File: config.mk
export PLATFORM = sky130hd
export DESIGN_NAME = mpg_top
export DESIGN_NICKNAME = d
export VERILOG_FILES = /design/src/mpg_pkg.sv /design/src/mpg_bidir_port.sv /design/src/mpg_top.sv
export SDC_FILE = /design/constraint.sdc
export NUM_CORES = 1
export LEC_CHECK = 0
export BUFFER_PORTS_ARGS = -buffer_cell sky130_fd_sc_hd__buf_2
export CAP_MARGIN = 20
export CORE_ASPECT_RATIO = 0.75
export CORE_UTILIZATION = 30
export CTS_BUF_LIST = sky130_fd_sc_hd__clkbuf_16
export DETAILED_ROUTE_END_ITERATION = 10
export SYNTH_ARGS = -nofsm -noshare
export SYNTH_HDL_FRONTEND = slang
export SYNTH_SLANG_ARGS = --single-unit
File: constraint.sdc
create_clock -name clk -period 2.6 [get_ports clk]
set_input_delay 0.26 -clock clk [delete_from_list [all_inputs] [get_ports clk]]
set_output_delay 0.26 -clock clk [all_outputs]
set_load 0.01 [all_outputs]
File: src/mpg_pkg.sv
// Package: register offsets, reset values and carrier types of the port block
package mpg_pkg;

  // ************************************************************
  // Register offsets
  // ************************************************************
  localparam logic [7:0] MPG_PORT_A_DATA_OFF = 8'h00;
  localparam logic [7:0] MPG_PORT_B_DATA_OFF = 8'h01;
  localparam logic [7:0] MPG_PORT_C_INPUT_DATA_OFF = 8'h02;
  localparam logic [7:0] MPG_PORT_D_DATA_OFF = 8'h03;
  localparam logic [7:0] MPG_PORT_E_DATA_OFF = 8'h0c;
  localparam logic [7:0] MPG_PORT_F_OUTPUT_DATA_OFF = 8'h0d;
  localparam logic [7:0] MPG_PORT_A_DIRECTION_OFF = 8'h20;
  localparam logic [7:0] MPG_PORT_B_DIRECTION_OFF = 8'h21;
  localparam logic [7:0] MPG_PORT_D_DIRECTION_OFF = 8'h23;
  localparam logic [7:0] MPG_PORT_E_DIRECTION_OFF = 8'h2c;
  localparam logic [7:0] MPG_PORT_A_PULLUP_ENABLE_OFF = 8'h30;
  localparam logic [7:0] MPG_PORT_B_PULLUP_ENABLE_OFF = 8'h31;
  localparam logic [7:0] MPG_PORT_D_PULLUP_ENABLE_OFF = 8'h33;
  localparam logic [7:0] MPG_PORT_E_PULLUP_ENABLE_OFF = 8'h3c;
  localparam logic [7:0] MPG_ALT_SELECT_A_OFF = 8'h40;
  localparam logic [7:0] MPG_ALT_SELECT_B_OFF = 8'h41;

  // ************************************************************
  // Reset values
  // ************************************************************
  localparam logic [7:0] MPG_DIRECTION_RST = 8'hff;
  localparam logic [7:0] MPG_DATA_RST = 8'h00;
  localparam logic [7:0] MPG_PULLUP_RST = 8'h00;
  localparam logic [7:0] MPG_ALT_RST = 8'h00;

  // ************************************************************
  // Carrier types
  // ************************************************************
  typedef struct packed {
    logic [7:0] addr;
    logic [7:0] wdata;
    logic wr;
    logic rd;
  } mpg_bus_req_t;

  // Pin bundle of one bidirectional port, eight bits wide, unused bits ignored
  typedef struct packed {
    logic [7:0] out;
    logic [7:0] oe;
    logic [7:0] pull_en;
  } mpg_pin_drive_t;

endpackage

File: src/mpg_bidir_port.sv
// One bidirectional port slice: latch, direction, pull-up and alternate selector
`timescale 1ns/100ps
`default_nettype none

module mpg_bidir_port
  import mpg_pkg::*;
#(
  parameter int WIDTH = 8
) (
  input wire logic clk,
  input wire logic rst,
  input wire logic wr_data,
  input wire logic wr_dir,
  input wire logic wr_pu,
  input wire logic [7:0] wdata,
  input wire logic [WIDTH-1:0] alt_sel,
  input wire logic [WIDTH-1:0] alt_out,
  input wire logic [WIDTH-1:0] alt_oe,
  input wire logic [WIDTH-1:0] pin_in,
  output logic [WIDTH-1:0] latch,
  output logic [WIDTH-1:0] dir,
  output logic [WIDTH-1:0] pu,
  output logic [WIDTH-1:0] rd_val,
  output logic [WIDTH-1:0] out_d,
  output logic [WIDTH-1:0] oe_d,
  output logic [WIDTH-1:0] pullup_d
);

  logic [WIDTH-1:0] latch_q;
  logic [WIDTH-1:0] dir_q;
  logic [WIDTH-1:0] pu_q;

  // ************************************************************
  // Registers
  // ************************************************************
  always_ff @(posedge clk) begin
    if (rst) begin
      latch_q <= MPG_DATA_RST[WIDTH-1:0];
    end else if (wr_data) begin
      latch_q <= wdata[WIDTH-1:0];
    end
  end

  always_ff @(posedge clk) begin
    if (rst) begin
      dir_q <= MPG_DIRECTION_RST[WIDTH-1:0];
    end else if (wr_dir) begin
      dir_q <= wdata[WIDTH-1:0];
    end
  end

  always_ff @(posedge clk) begin
    if (rst) begin
      pu_q <= MPG_PULLUP_RST[WIDTH-1:0];
    end else if (wr_pu) begin
      pu_q <= wdata[WIDTH-1:0];
    end
  end

  assign latch = latch_q;
  assign dir = dir_q;
  assign pu = pu_q;

  // ************************************************************
  // Pin logic
  // ************************************************************
  always_comb begin
    for (int i = 0; i < WIDTH; i++) begin
      // Selector between latch and peripheral
      out_d[i] = alt_sel[i] ? alt_out[i] : latch_q[i];
      // Direction 0 drives; an alternate output also needs output mode
      oe_d[i] = !dir_q[i] && (!alt_sel[i] || alt_oe[i]);
      // Pull-up only while the pin is an input
      pullup_d[i] = dir_q[i] && pu_q[i];
      // Input mode reads the pin, output mode the latch
      rd_val[i] = dir_q[i] ? pin_in[i] : latch_q[i];
    end
  end

endmodule
`default_nettype wire

File: src/mpg_top.sv
// Top of the multi-port general-purpose I/O block with its register port
// What this block does
// - Port A has four bidirectional pins, own latches, per-bit direction.
// - Port A input pins get a pull-up when their enable bit is set.
// - Reset puts every port A pin into input mode.
// - Port B has eight bidirectional pins, latches and per-bit direction.
// - Port B input pins get a pull-up per their enable bit.
// - Reset puts every port B pin into input mode.
// - Port C is four input-only pins, also analog inputs.
// - Port D: four bidirectional pins, pull-ups, input after reset, interrupt inputs.
// - Port F is one output-only pin, output right after reset.
// - Total 22 pins: 17 bidirectional, 4 input-only, 1 output-only.
// - Seventeen pull-ups, one per bidirectional pin, software controlled only.
// - A selector lets peripherals take pins instead of the latch.
// - Port A carries timer capture inputs and a timer output.
// - Direction 0 is output with buffer on, 1 input; reset all ones.
// - Data read gives pin level for inputs, latch for outputs.
// - Reset clears output latches to zero; port C read undefined.
// - Port E has one bidirectional pin with latch, direction, pull-up.
//
// Local design decisions: strobed register access and the placing of the registers.
`timescale 1ns/100ps
`default_nettype none

module mpg_top
  import mpg_pkg::*;
(
  input wire logic clk,
  input wire logic rst,
  input wire logic [7:0] reg_addr,
  input wire logic [7:0] reg_wdata,
  input wire logic reg_wr,
  input wire logic reg_rd,
  output logic [7:0] reg_rdata,
  input wire logic [3:0] port_a_in,
  output logic [3:0] port_a_out,
  output logic [3:0] port_a_oe,
  output logic [3:0] port_a_pullup,
  input wire logic [7:0] port_b_in,
  output logic [7:0] port_b_out,
  output logic [7:0] port_b_oe,
  output logic [7:0] port_b_pullup,
  input wire logic [3:0] analog_inputs,
  input wire logic [3:0] port_d_in,
  output logic [3:0] port_d_out,
  output logic [3:0] port_d_oe,
  output logic [3:0] port_d_pullup,
  input wire logic port_e_in,
  output logic port_e_out,
  output logic port_e_oe,
  output logic port_e_pullup,
  output logic port_f_out,
  input wire logic timer_out,
  output logic [1:0] timer_capture_in,
  input wire logic [7:0] port_b_alt_out,
  input wire logic [7:0] port_b_alt_oe,
  output logic [7:0] port_b_alt_in,
  output logic [3:0] ext_interrupt_inputs,
  output logic ext_interrupt_e
);

  // ************************************************************
  // Register strobes
  // ************************************************************
  mpg_bus_req_t req;
  logic [7:0] alt_a_q;
  logic [7:0] alt_b_q;
  logic port_f_q;
  logic [7:0] rdata_q;

  // Bus fields travel together so one decode function serves every register
  assign req = '{addr: reg_addr, wdata: reg_wdata, wr: reg_wr, rd: reg_rd};

  function automatic logic hit(input mpg_bus_req_t r, input logic [7:0] off);
    hit = r.wr && (r.addr == off);
  endfunction

  // ************************************************************
  // Ports A, B, D, E
  // ************************************************************
  logic [3:0] a_latch, a_dir, a_pu, a_rd, a_out_d, a_oe_d, a_pull_d;
  logic [7:0] b_latch, b_dir, b_pu, b_rd, b_out_d, b_oe_d, b_pull_d;
  logic [3:0] d_latch, d_dir, d_pu, d_rd, d_out_d, d_oe_d, d_pull_d;
  logic [0:0] e_latch, e_dir, e_pu, e_rd, e_out_d, e_oe_d, e_pull_d;

  // A, B, D and E give 17 bidirectional pins, C four inputs, F one output
  // Timer output rides on port A bit 1 when selected
  mpg_bidir_port #(.WIDTH(4)) u_port_a (
    .clk(clk),
    .rst(rst),
    .wr_data(hit(req, MPG_PORT_A_DATA_OFF)),
    .wr_dir(hit(req, MPG_PORT_A_DIRECTION_OFF)),
    .wr_pu(hit(req, MPG_PORT_A_PULLUP_ENABLE_OFF)),
    .wdata(req.wdata),
    .alt_sel(alt_a_q[3:0]),
    .alt_out({2'h0, timer_out, 1'h0}),
    .alt_oe(4'h2),
    .pin_in(port_a_in),
    .latch(a_latch),
    .dir(a_dir),
    .pu(a_pu),
    .rd_val(a_rd),
    .out_d(a_out_d),
    .oe_d(a_oe_d),
    .pullup_d(a_pull_d)
  );

  // Serial, UART and timer functions of port B come from outside peripherals
  mpg_bidir_port #(.WIDTH(8)) u_port_b (
    .clk(clk),
    .rst(rst),
    .wr_data(hit(req, MPG_PORT_B_DATA_OFF)),
    .wr_dir(hit(req, MPG_PORT_B_DIRECTION_OFF)),
    .wr_pu(hit(req, MPG_PORT_B_PULLUP_ENABLE_OFF)),
    .wdata(req.wdata),
    .alt_sel(alt_b_q),
    .alt_out(port_b_alt_out),
    .alt_oe(port_b_alt_oe),
    .pin_in(port_b_in),
    .latch(b_latch),
    .dir(b_dir),
    .pu(b_pu),
    .rd_val(b_rd),
    .out_d(b_out_d),
    .oe_d(b_oe_d),
    .pullup_d(b_pull_d)
  );

  mpg_bidir_port #(.WIDTH(4)) u_port_d (
    .clk(clk),
    .rst(rst),
    .wr_data(hit(req, MPG_PORT_D_DATA_OFF)),
    .wr_dir(hit(req, MPG_PORT_D_DIRECTION_OFF)),
    .wr_pu(hit(req, MPG_PORT_D_PULLUP_ENABLE_OFF)),
    .wdata(req.wdata),
    .alt_sel(4'h0),
    .alt_out(4'h0),
    .alt_oe(4'h0),
    .pin_in(port_d_in),
    .latch(d_latch),
    .dir(d_dir),
    .pu(d_pu),
    .rd_val(d_rd),
    .out_d(d_out_d),
    .oe_d(d_oe_d),
    .pullup_d(d_pull_d)
  );

  mpg_bidir_port #(.WIDTH(1)) u_port_e (
    .clk(clk),
    .rst(rst),
    .wr_data(hit(req, MPG_PORT_E_DATA_OFF)),
    .wr_dir(hit(req, MPG_PORT_E_DIRECTION_OFF)),
    .wr_pu(hit(req, MPG_PORT_E_PULLUP_ENABLE_OFF)),
    .wdata(req.wdata),
    .alt_sel(1'h0),
    .alt_out(1'h0),
    .alt_oe(1'h0),
    .pin_in(port_e_in),
    .latch(e_latch),
    .dir(e_dir),
    .pu(e_pu),
    .rd_val(e_rd),
    .out_d(e_out_d),
    .oe_d(e_oe_d),
    .pullup_d(e_pull_d)
  );

  // ************************************************************
  // Alternate select and output-only port
  // ************************************************************
  always_ff @(posedge clk) begin
    if (rst) begin
      alt_a_q <= MPG_ALT_RST;
    end else if (hit(req, MPG_ALT_SELECT_A_OFF)) begin
      alt_a_q <= {4'h0, req.wdata[3:0]};
    end
  end

  always_ff @(posedge clk) begin
    if (rst) begin
      alt_b_q <= MPG_ALT_RST;
    end else if (hit(req, MPG_ALT_SELECT_B_OFF)) begin
      alt_b_q <= req.wdata;
    end
  end

  // Port F has no direction bit, so a defined low in reset is all it needs
  // Driven low in reset, always an output
  always_ff @(posedge clk) begin
    if (rst) begin
      port_f_q <= MPG_DATA_RST[0];
    end else if (hit(req, MPG_PORT_F_OUTPUT_DATA_OFF)) begin
      port_f_q <= req.wdata[0];
    end
  end

  // ************************************************************
  // Pin registers
  // ************************************************************
  // Pins are registered so every output leaves a flip-flop; one cycle of lag
  always_ff @(posedge clk) begin
    if (rst) begin
      port_a_oe <= 4'h0;
      port_b_oe <= 8'h00;
      port_d_oe <= 4'h0;
      port_e_oe <= 1'h0;
    end else begin
      port_a_oe <= a_oe_d;
      port_b_oe <= b_oe_d;
      port_d_oe <= d_oe_d;
      port_e_oe <= e_oe_d;
    end
  end

  always_ff @(posedge clk) begin
    if (rst) begin
      port_a_out <= 4'h0;
      port_b_out <= 8'h00;
      port_d_out <= 4'h0;
      port_e_out <= 1'h0;
      port_f_out <= 1'h0;
    end else begin
      port_a_out <= a_out_d;
      port_b_out <= b_out_d;
      port_d_out <= d_out_d;
      port_e_out <= e_out_d;
      port_f_out <= port_f_q;
    end
  end

  always_ff @(posedge clk) begin
    if (rst) begin
      port_a_pullup <= 4'h0;
      port_b_pullup <= 8'h00;
      port_d_pullup <= 4'h0;
      port_e_pullup <= 1'h0;
    end else begin
      port_a_pullup <= a_pull_d;
      port_b_pullup <= b_pull_d;
      port_d_pullup <= d_pull_d;
      port_e_pullup <= e_pull_d;
    end
  end

  // Peripheral-facing inputs; pins pass through regardless of mode
  always_ff @(posedge clk) begin
    if (rst) begin
      timer_capture_in <= 2'h0;
      port_b_alt_in <= 8'h00;
      ext_interrupt_inputs <= 4'h0;
      ext_interrupt_e <= 1'h0;
    end else begin
      timer_capture_in <= port_a_in[1:0];
      port_b_alt_in <= port_b_in;
      ext_interrupt_inputs <= port_d_in;
      ext_interrupt_e <= port_e_in;
    end
  end

  // ************************************************************
  // Read path
  // ************************************************************
  // Port C has no latch, so its read shows the live pins even after reset
  // Unused high direction bits read as one, other unused bits as zero
  always_ff @(posedge clk) begin
    if (rst) begin
      rdata_q <= 8'h00;
    end else if (req.rd) begin
      unique case (req.addr)
        MPG_PORT_A_DATA_OFF: rdata_q <= {4'h0, a_rd};
        MPG_PORT_B_DATA_OFF: rdata_q <= b_rd;
        MPG_PORT_C_INPUT_DATA_OFF: rdata_q <= {4'h0, analog_inputs};
        MPG_PORT_D_DATA_OFF: rdata_q <= {4'h0, d_rd};
        MPG_PORT_E_DATA_OFF: rdata_q <= {7'h00, e_rd};
        MPG_PORT_F_OUTPUT_DATA_OFF: rdata_q <= {7'h00, port_f_q};
        MPG_PORT_A_DIRECTION_OFF: rdata_q <= {4'hf, a_dir};
        MPG_PORT_B_DIRECTION_OFF: rdata_q <= b_dir;
        MPG_PORT_D_DIRECTION_OFF: rdata_q <= {4'hf, d_dir};
        MPG_PORT_E_DIRECTION_OFF: rdata_q <= {7'h7f, e_dir};
        MPG_PORT_A_PULLUP_ENABLE_OFF: rdata_q <= {4'h0, a_pu};
        MPG_PORT_B_PULLUP_ENABLE_OFF: rdata_q <= b_pu;
        MPG_PORT_D_PULLUP_ENABLE_OFF: rdata_q <= {4'h0, d_pu};
        MPG_PORT_E_PULLUP_ENABLE_OFF: rdata_q <= {7'h00, e_pu};
        MPG_ALT_SELECT_A_OFF: rdata_q <= alt_a_q;
        MPG_ALT_SELECT_B_OFF: rdata_q <= alt_b_q;
        default: rdata_q <= 8'h00;
      endcase
    end else begin
      rdata_q <= 8'h00;
    end
  end

  assign reg_rdata = rdata_q;

  // Latch outputs of the slices are unread; alternate selects feed the pin logic
  logic unused_ok;
  assign unused_ok = ^{a_latch, b_latch, d_latch, e_latch};

endmodule
`default_nettype wire

==> results.yml <==
grt:
  overflow: 0
  antenna_found_initial: 1
  grt_max_degree: 40
  grt_pass1_vias: 4273
  grt_pass1_wl_um: 25300
  track_usage_pct: 18.5
setup_path:
  start_kind: "primary input"
  end_kind: "register"
  worstPathBufferInverterCount: 1
  crit_arrival_ns: 2.04
  cp_cell_sequence: "buf_2 -> or4b_1 -> nor2_2 -> nand2_1 -> nand2_1 -> nand3_1"
  crit_fanout: 15
  path_class: "primary input to register"
  slowest_stage: "or4b_1"
  cpMostUsedCell: "nand2_1"
  critPathTopFamily: "simple AND/OR/NAND/NOR gates"
  cpPeakStageDelay_ns: 0.70
  cp_data_required_time_ns: 2.90
logic_synthesis:
  synthFlopType: "dfxtp_1"
  synth_nets: 632
  synthTopCellsByCount: "dfxtp_1 (139), nand2_1 (65), mux2i_1 (57), nand3_1 (45), nor2_1 (44)"
  seq_area_frac_synth_pct: 51.0
  yosysWarningCount: 0
  synthCells: 574
  yosys.cell_count.top_type: "dfxtp_1"
  synth_area_mm2: 0.00546
  yosys.area.top_type: "dfxtp_1"
  yosys-top-cells-area: "dfxtp_1 (51%), mux2i_1 (10%), nand2_1 (4.5%), nand3_1 (4.1%), a21oi_1 (3.5%)"
  netlist-cell-type-count: 53
  ys_ff_latch: 139
  synth_top_cell_area_share_pct: 51.0
  async_reset_ff_share_pct: 0
  syn_avg_cell_area_um2: 9.51
  synth_edf_count: 0
routing:
  firstDrtPassIters: 4
  drc_errors: 0
  wl_um: 16400
  antenna_left: 0
  via_per_inst: 4.78
  drtIter0Drc: 312
  vias: 4542
  wl_per_cell_um: 17.3
outcome:
  status: "complete, no violations"
sta:
  finalSetupTns_ns: 0
  hold_viol: 0
  max_slew_margin_pct: 46.4
  max_slew.worst_pin.slew_ns: 0.797
  finalSetupViolCount: 0
  finalCritPeriodShare_pct: 66.7
  period_needed_ns: 1.73
  rsz0062_at_grt: "no"
  maxSlewViolCount: 0
  skew_ns: 0.00715
  fmax_mhz: 577
finish:
  area_growth_pct: 27.5
  drive_above_1_share_pct: 26.7
  diodes: 0
  fillCellCount: 1812
  stdcell_count: 951
  fin_util_pct: 39.3
  num-nets-final: 755
flow_run:
  cap_violations: 0
die:
  dieArea_mm2: 0.0187
  start_util_pct: 30.8
  ios: 133
  die_h_um: 119
  die_w_um: 158
  rows: 42
  core_mm2: 0.0177
clock_network:
  hold_buffers: 0
  root_buffer: "clkbuf_16"
  clkTransAtPathRegs_ns: 0.06
  cts_tree: "done"
  cts_buffers: 17
  post_cts_buffers: 0
  clock_latency_ns: 0.42
  clk_path_buf_depth: 2
  clock-sinks: 139
  cts_resized: 0
  cts_htree_levels: 4
placement:
  port_buffers: 132
  hpwl_um: 11800
  gp_congestion: 0.862
  placedCellCount: 920
power:
  p_leak_nw: 3.21
  cellPowerDensity_mw_per_mm2: 712
  vdd_ir_drop_max_mv: 0.362
  power_mw: 4.95
worst_hold_path:
  hold_class: "primary input to register"
[layout by cell type (no fill, tap or decap), drive strengths merged, types with 6 or more instances in the layout]
| cell | count |
|---|---|
| nor3 | 6 |
| mux2i | 57 |
| and3 | 19 |
| a211oi | 9 |
| a31oi | 9 |
| nand3 | 45 |
| nand2 | 65 |
| clkbuf | 17 |
| buf | 146 |
| dfxtp | 139 |
| inv | 13 |
| nor2 | 47 |
| a21oi | 38 |
| nor2b | 25 |
[routing by layer]
| metal | routed length, µm | global-route usage (%) | vias to the layer above |
|---|---|---|---|
| met3 | 1130 | 5.28 | 9 |
| met2 | 6870 | 25.8 | 141 |
| li1 | - | - | 2257 |
| met1 | 8280 | 27.1 | 2133 |
| met4 | 159 | 5.83 | 2 |
| met5 | 10 | 0 | - |
[stage by stage]
stage / area (µm²) / worst slack, ns / hold slack (ns)
2_1_floorplan: 5460 / 0.888 / 0.384
3_3_place_gp: 6340 / 0.455 / 0.469
3_5_place_dp: 6340 / 0.429 / 0.465
4_1_cts: 6960 / 0.878 / 0.0432
5_1_grt: 6960 / 0.729 / 0.0532
6_report: 6960 / 0.866 / 0.0634
[area by class of cell]
type | instances | area (µm²) | share of cell area [%]
clock buffers | 17 | 425 | 6.12
clock inverters | 14 | 195 | 2.81
inverters | 10 | 37.5 | 0.540
multi-input cells | 383 | 2440 | 35.1
flip-flops and latches | 139 | 2780 | 40.0
well taps | 242 | 303 | 4.35
repair buffers | 146 | 768 | 11.0
[path summary, 6_finish.rpt]
kind	from	endpoint	slack, ns	cells past startpoint
worst min register to register	u_port_b.pu[1]	u_port_b.pu[1]	0.48	2
worst max register to register	u_port_b.pu[0]	reg_rdata[0]	0.97	5
worst min-delay path	port_e_in	ext_interrupt_e	0.06	2
worst max-delay path	reg_addr[4]	u_port_b.dir[7]	0.87	6
[sequential cells by signal, indices dropped and copies added, names as in the netlist, 8 cells and up]
| register | cells |
|---|---|
| u_port_b.pu | 8 |
| reg_rdata | 8 |
| alt_b_q | 8 |
| port_b_oe | 8 |
| port_b_pullup | 8 |
| u_port_b.dir | 8 |
| port_b_alt_in | 8 |
| port_b_out | 8 |
| u_port_b.latch | 8 |
[power breakdown]
group          switching [mW]  total (mW)  internal, mW
Combinational           0.161       0.248        0.0871
Sequential            0.00400        2.15          2.14
Clock                   0.951        2.56          1.60
Total                    1.12        4.95          3.84
[cell families (layout without fill, tap and decap cells)]
logic type,after synthesis,in the layout,synth area share [%]
mux,61,61,11.3
simple gates,236,236,22.9
flops,139,139,51.0
compound gates,86,86,10.6
buf+inv,52,187,4.22
No activity file was read; power rests on OpenSTA's default activity.
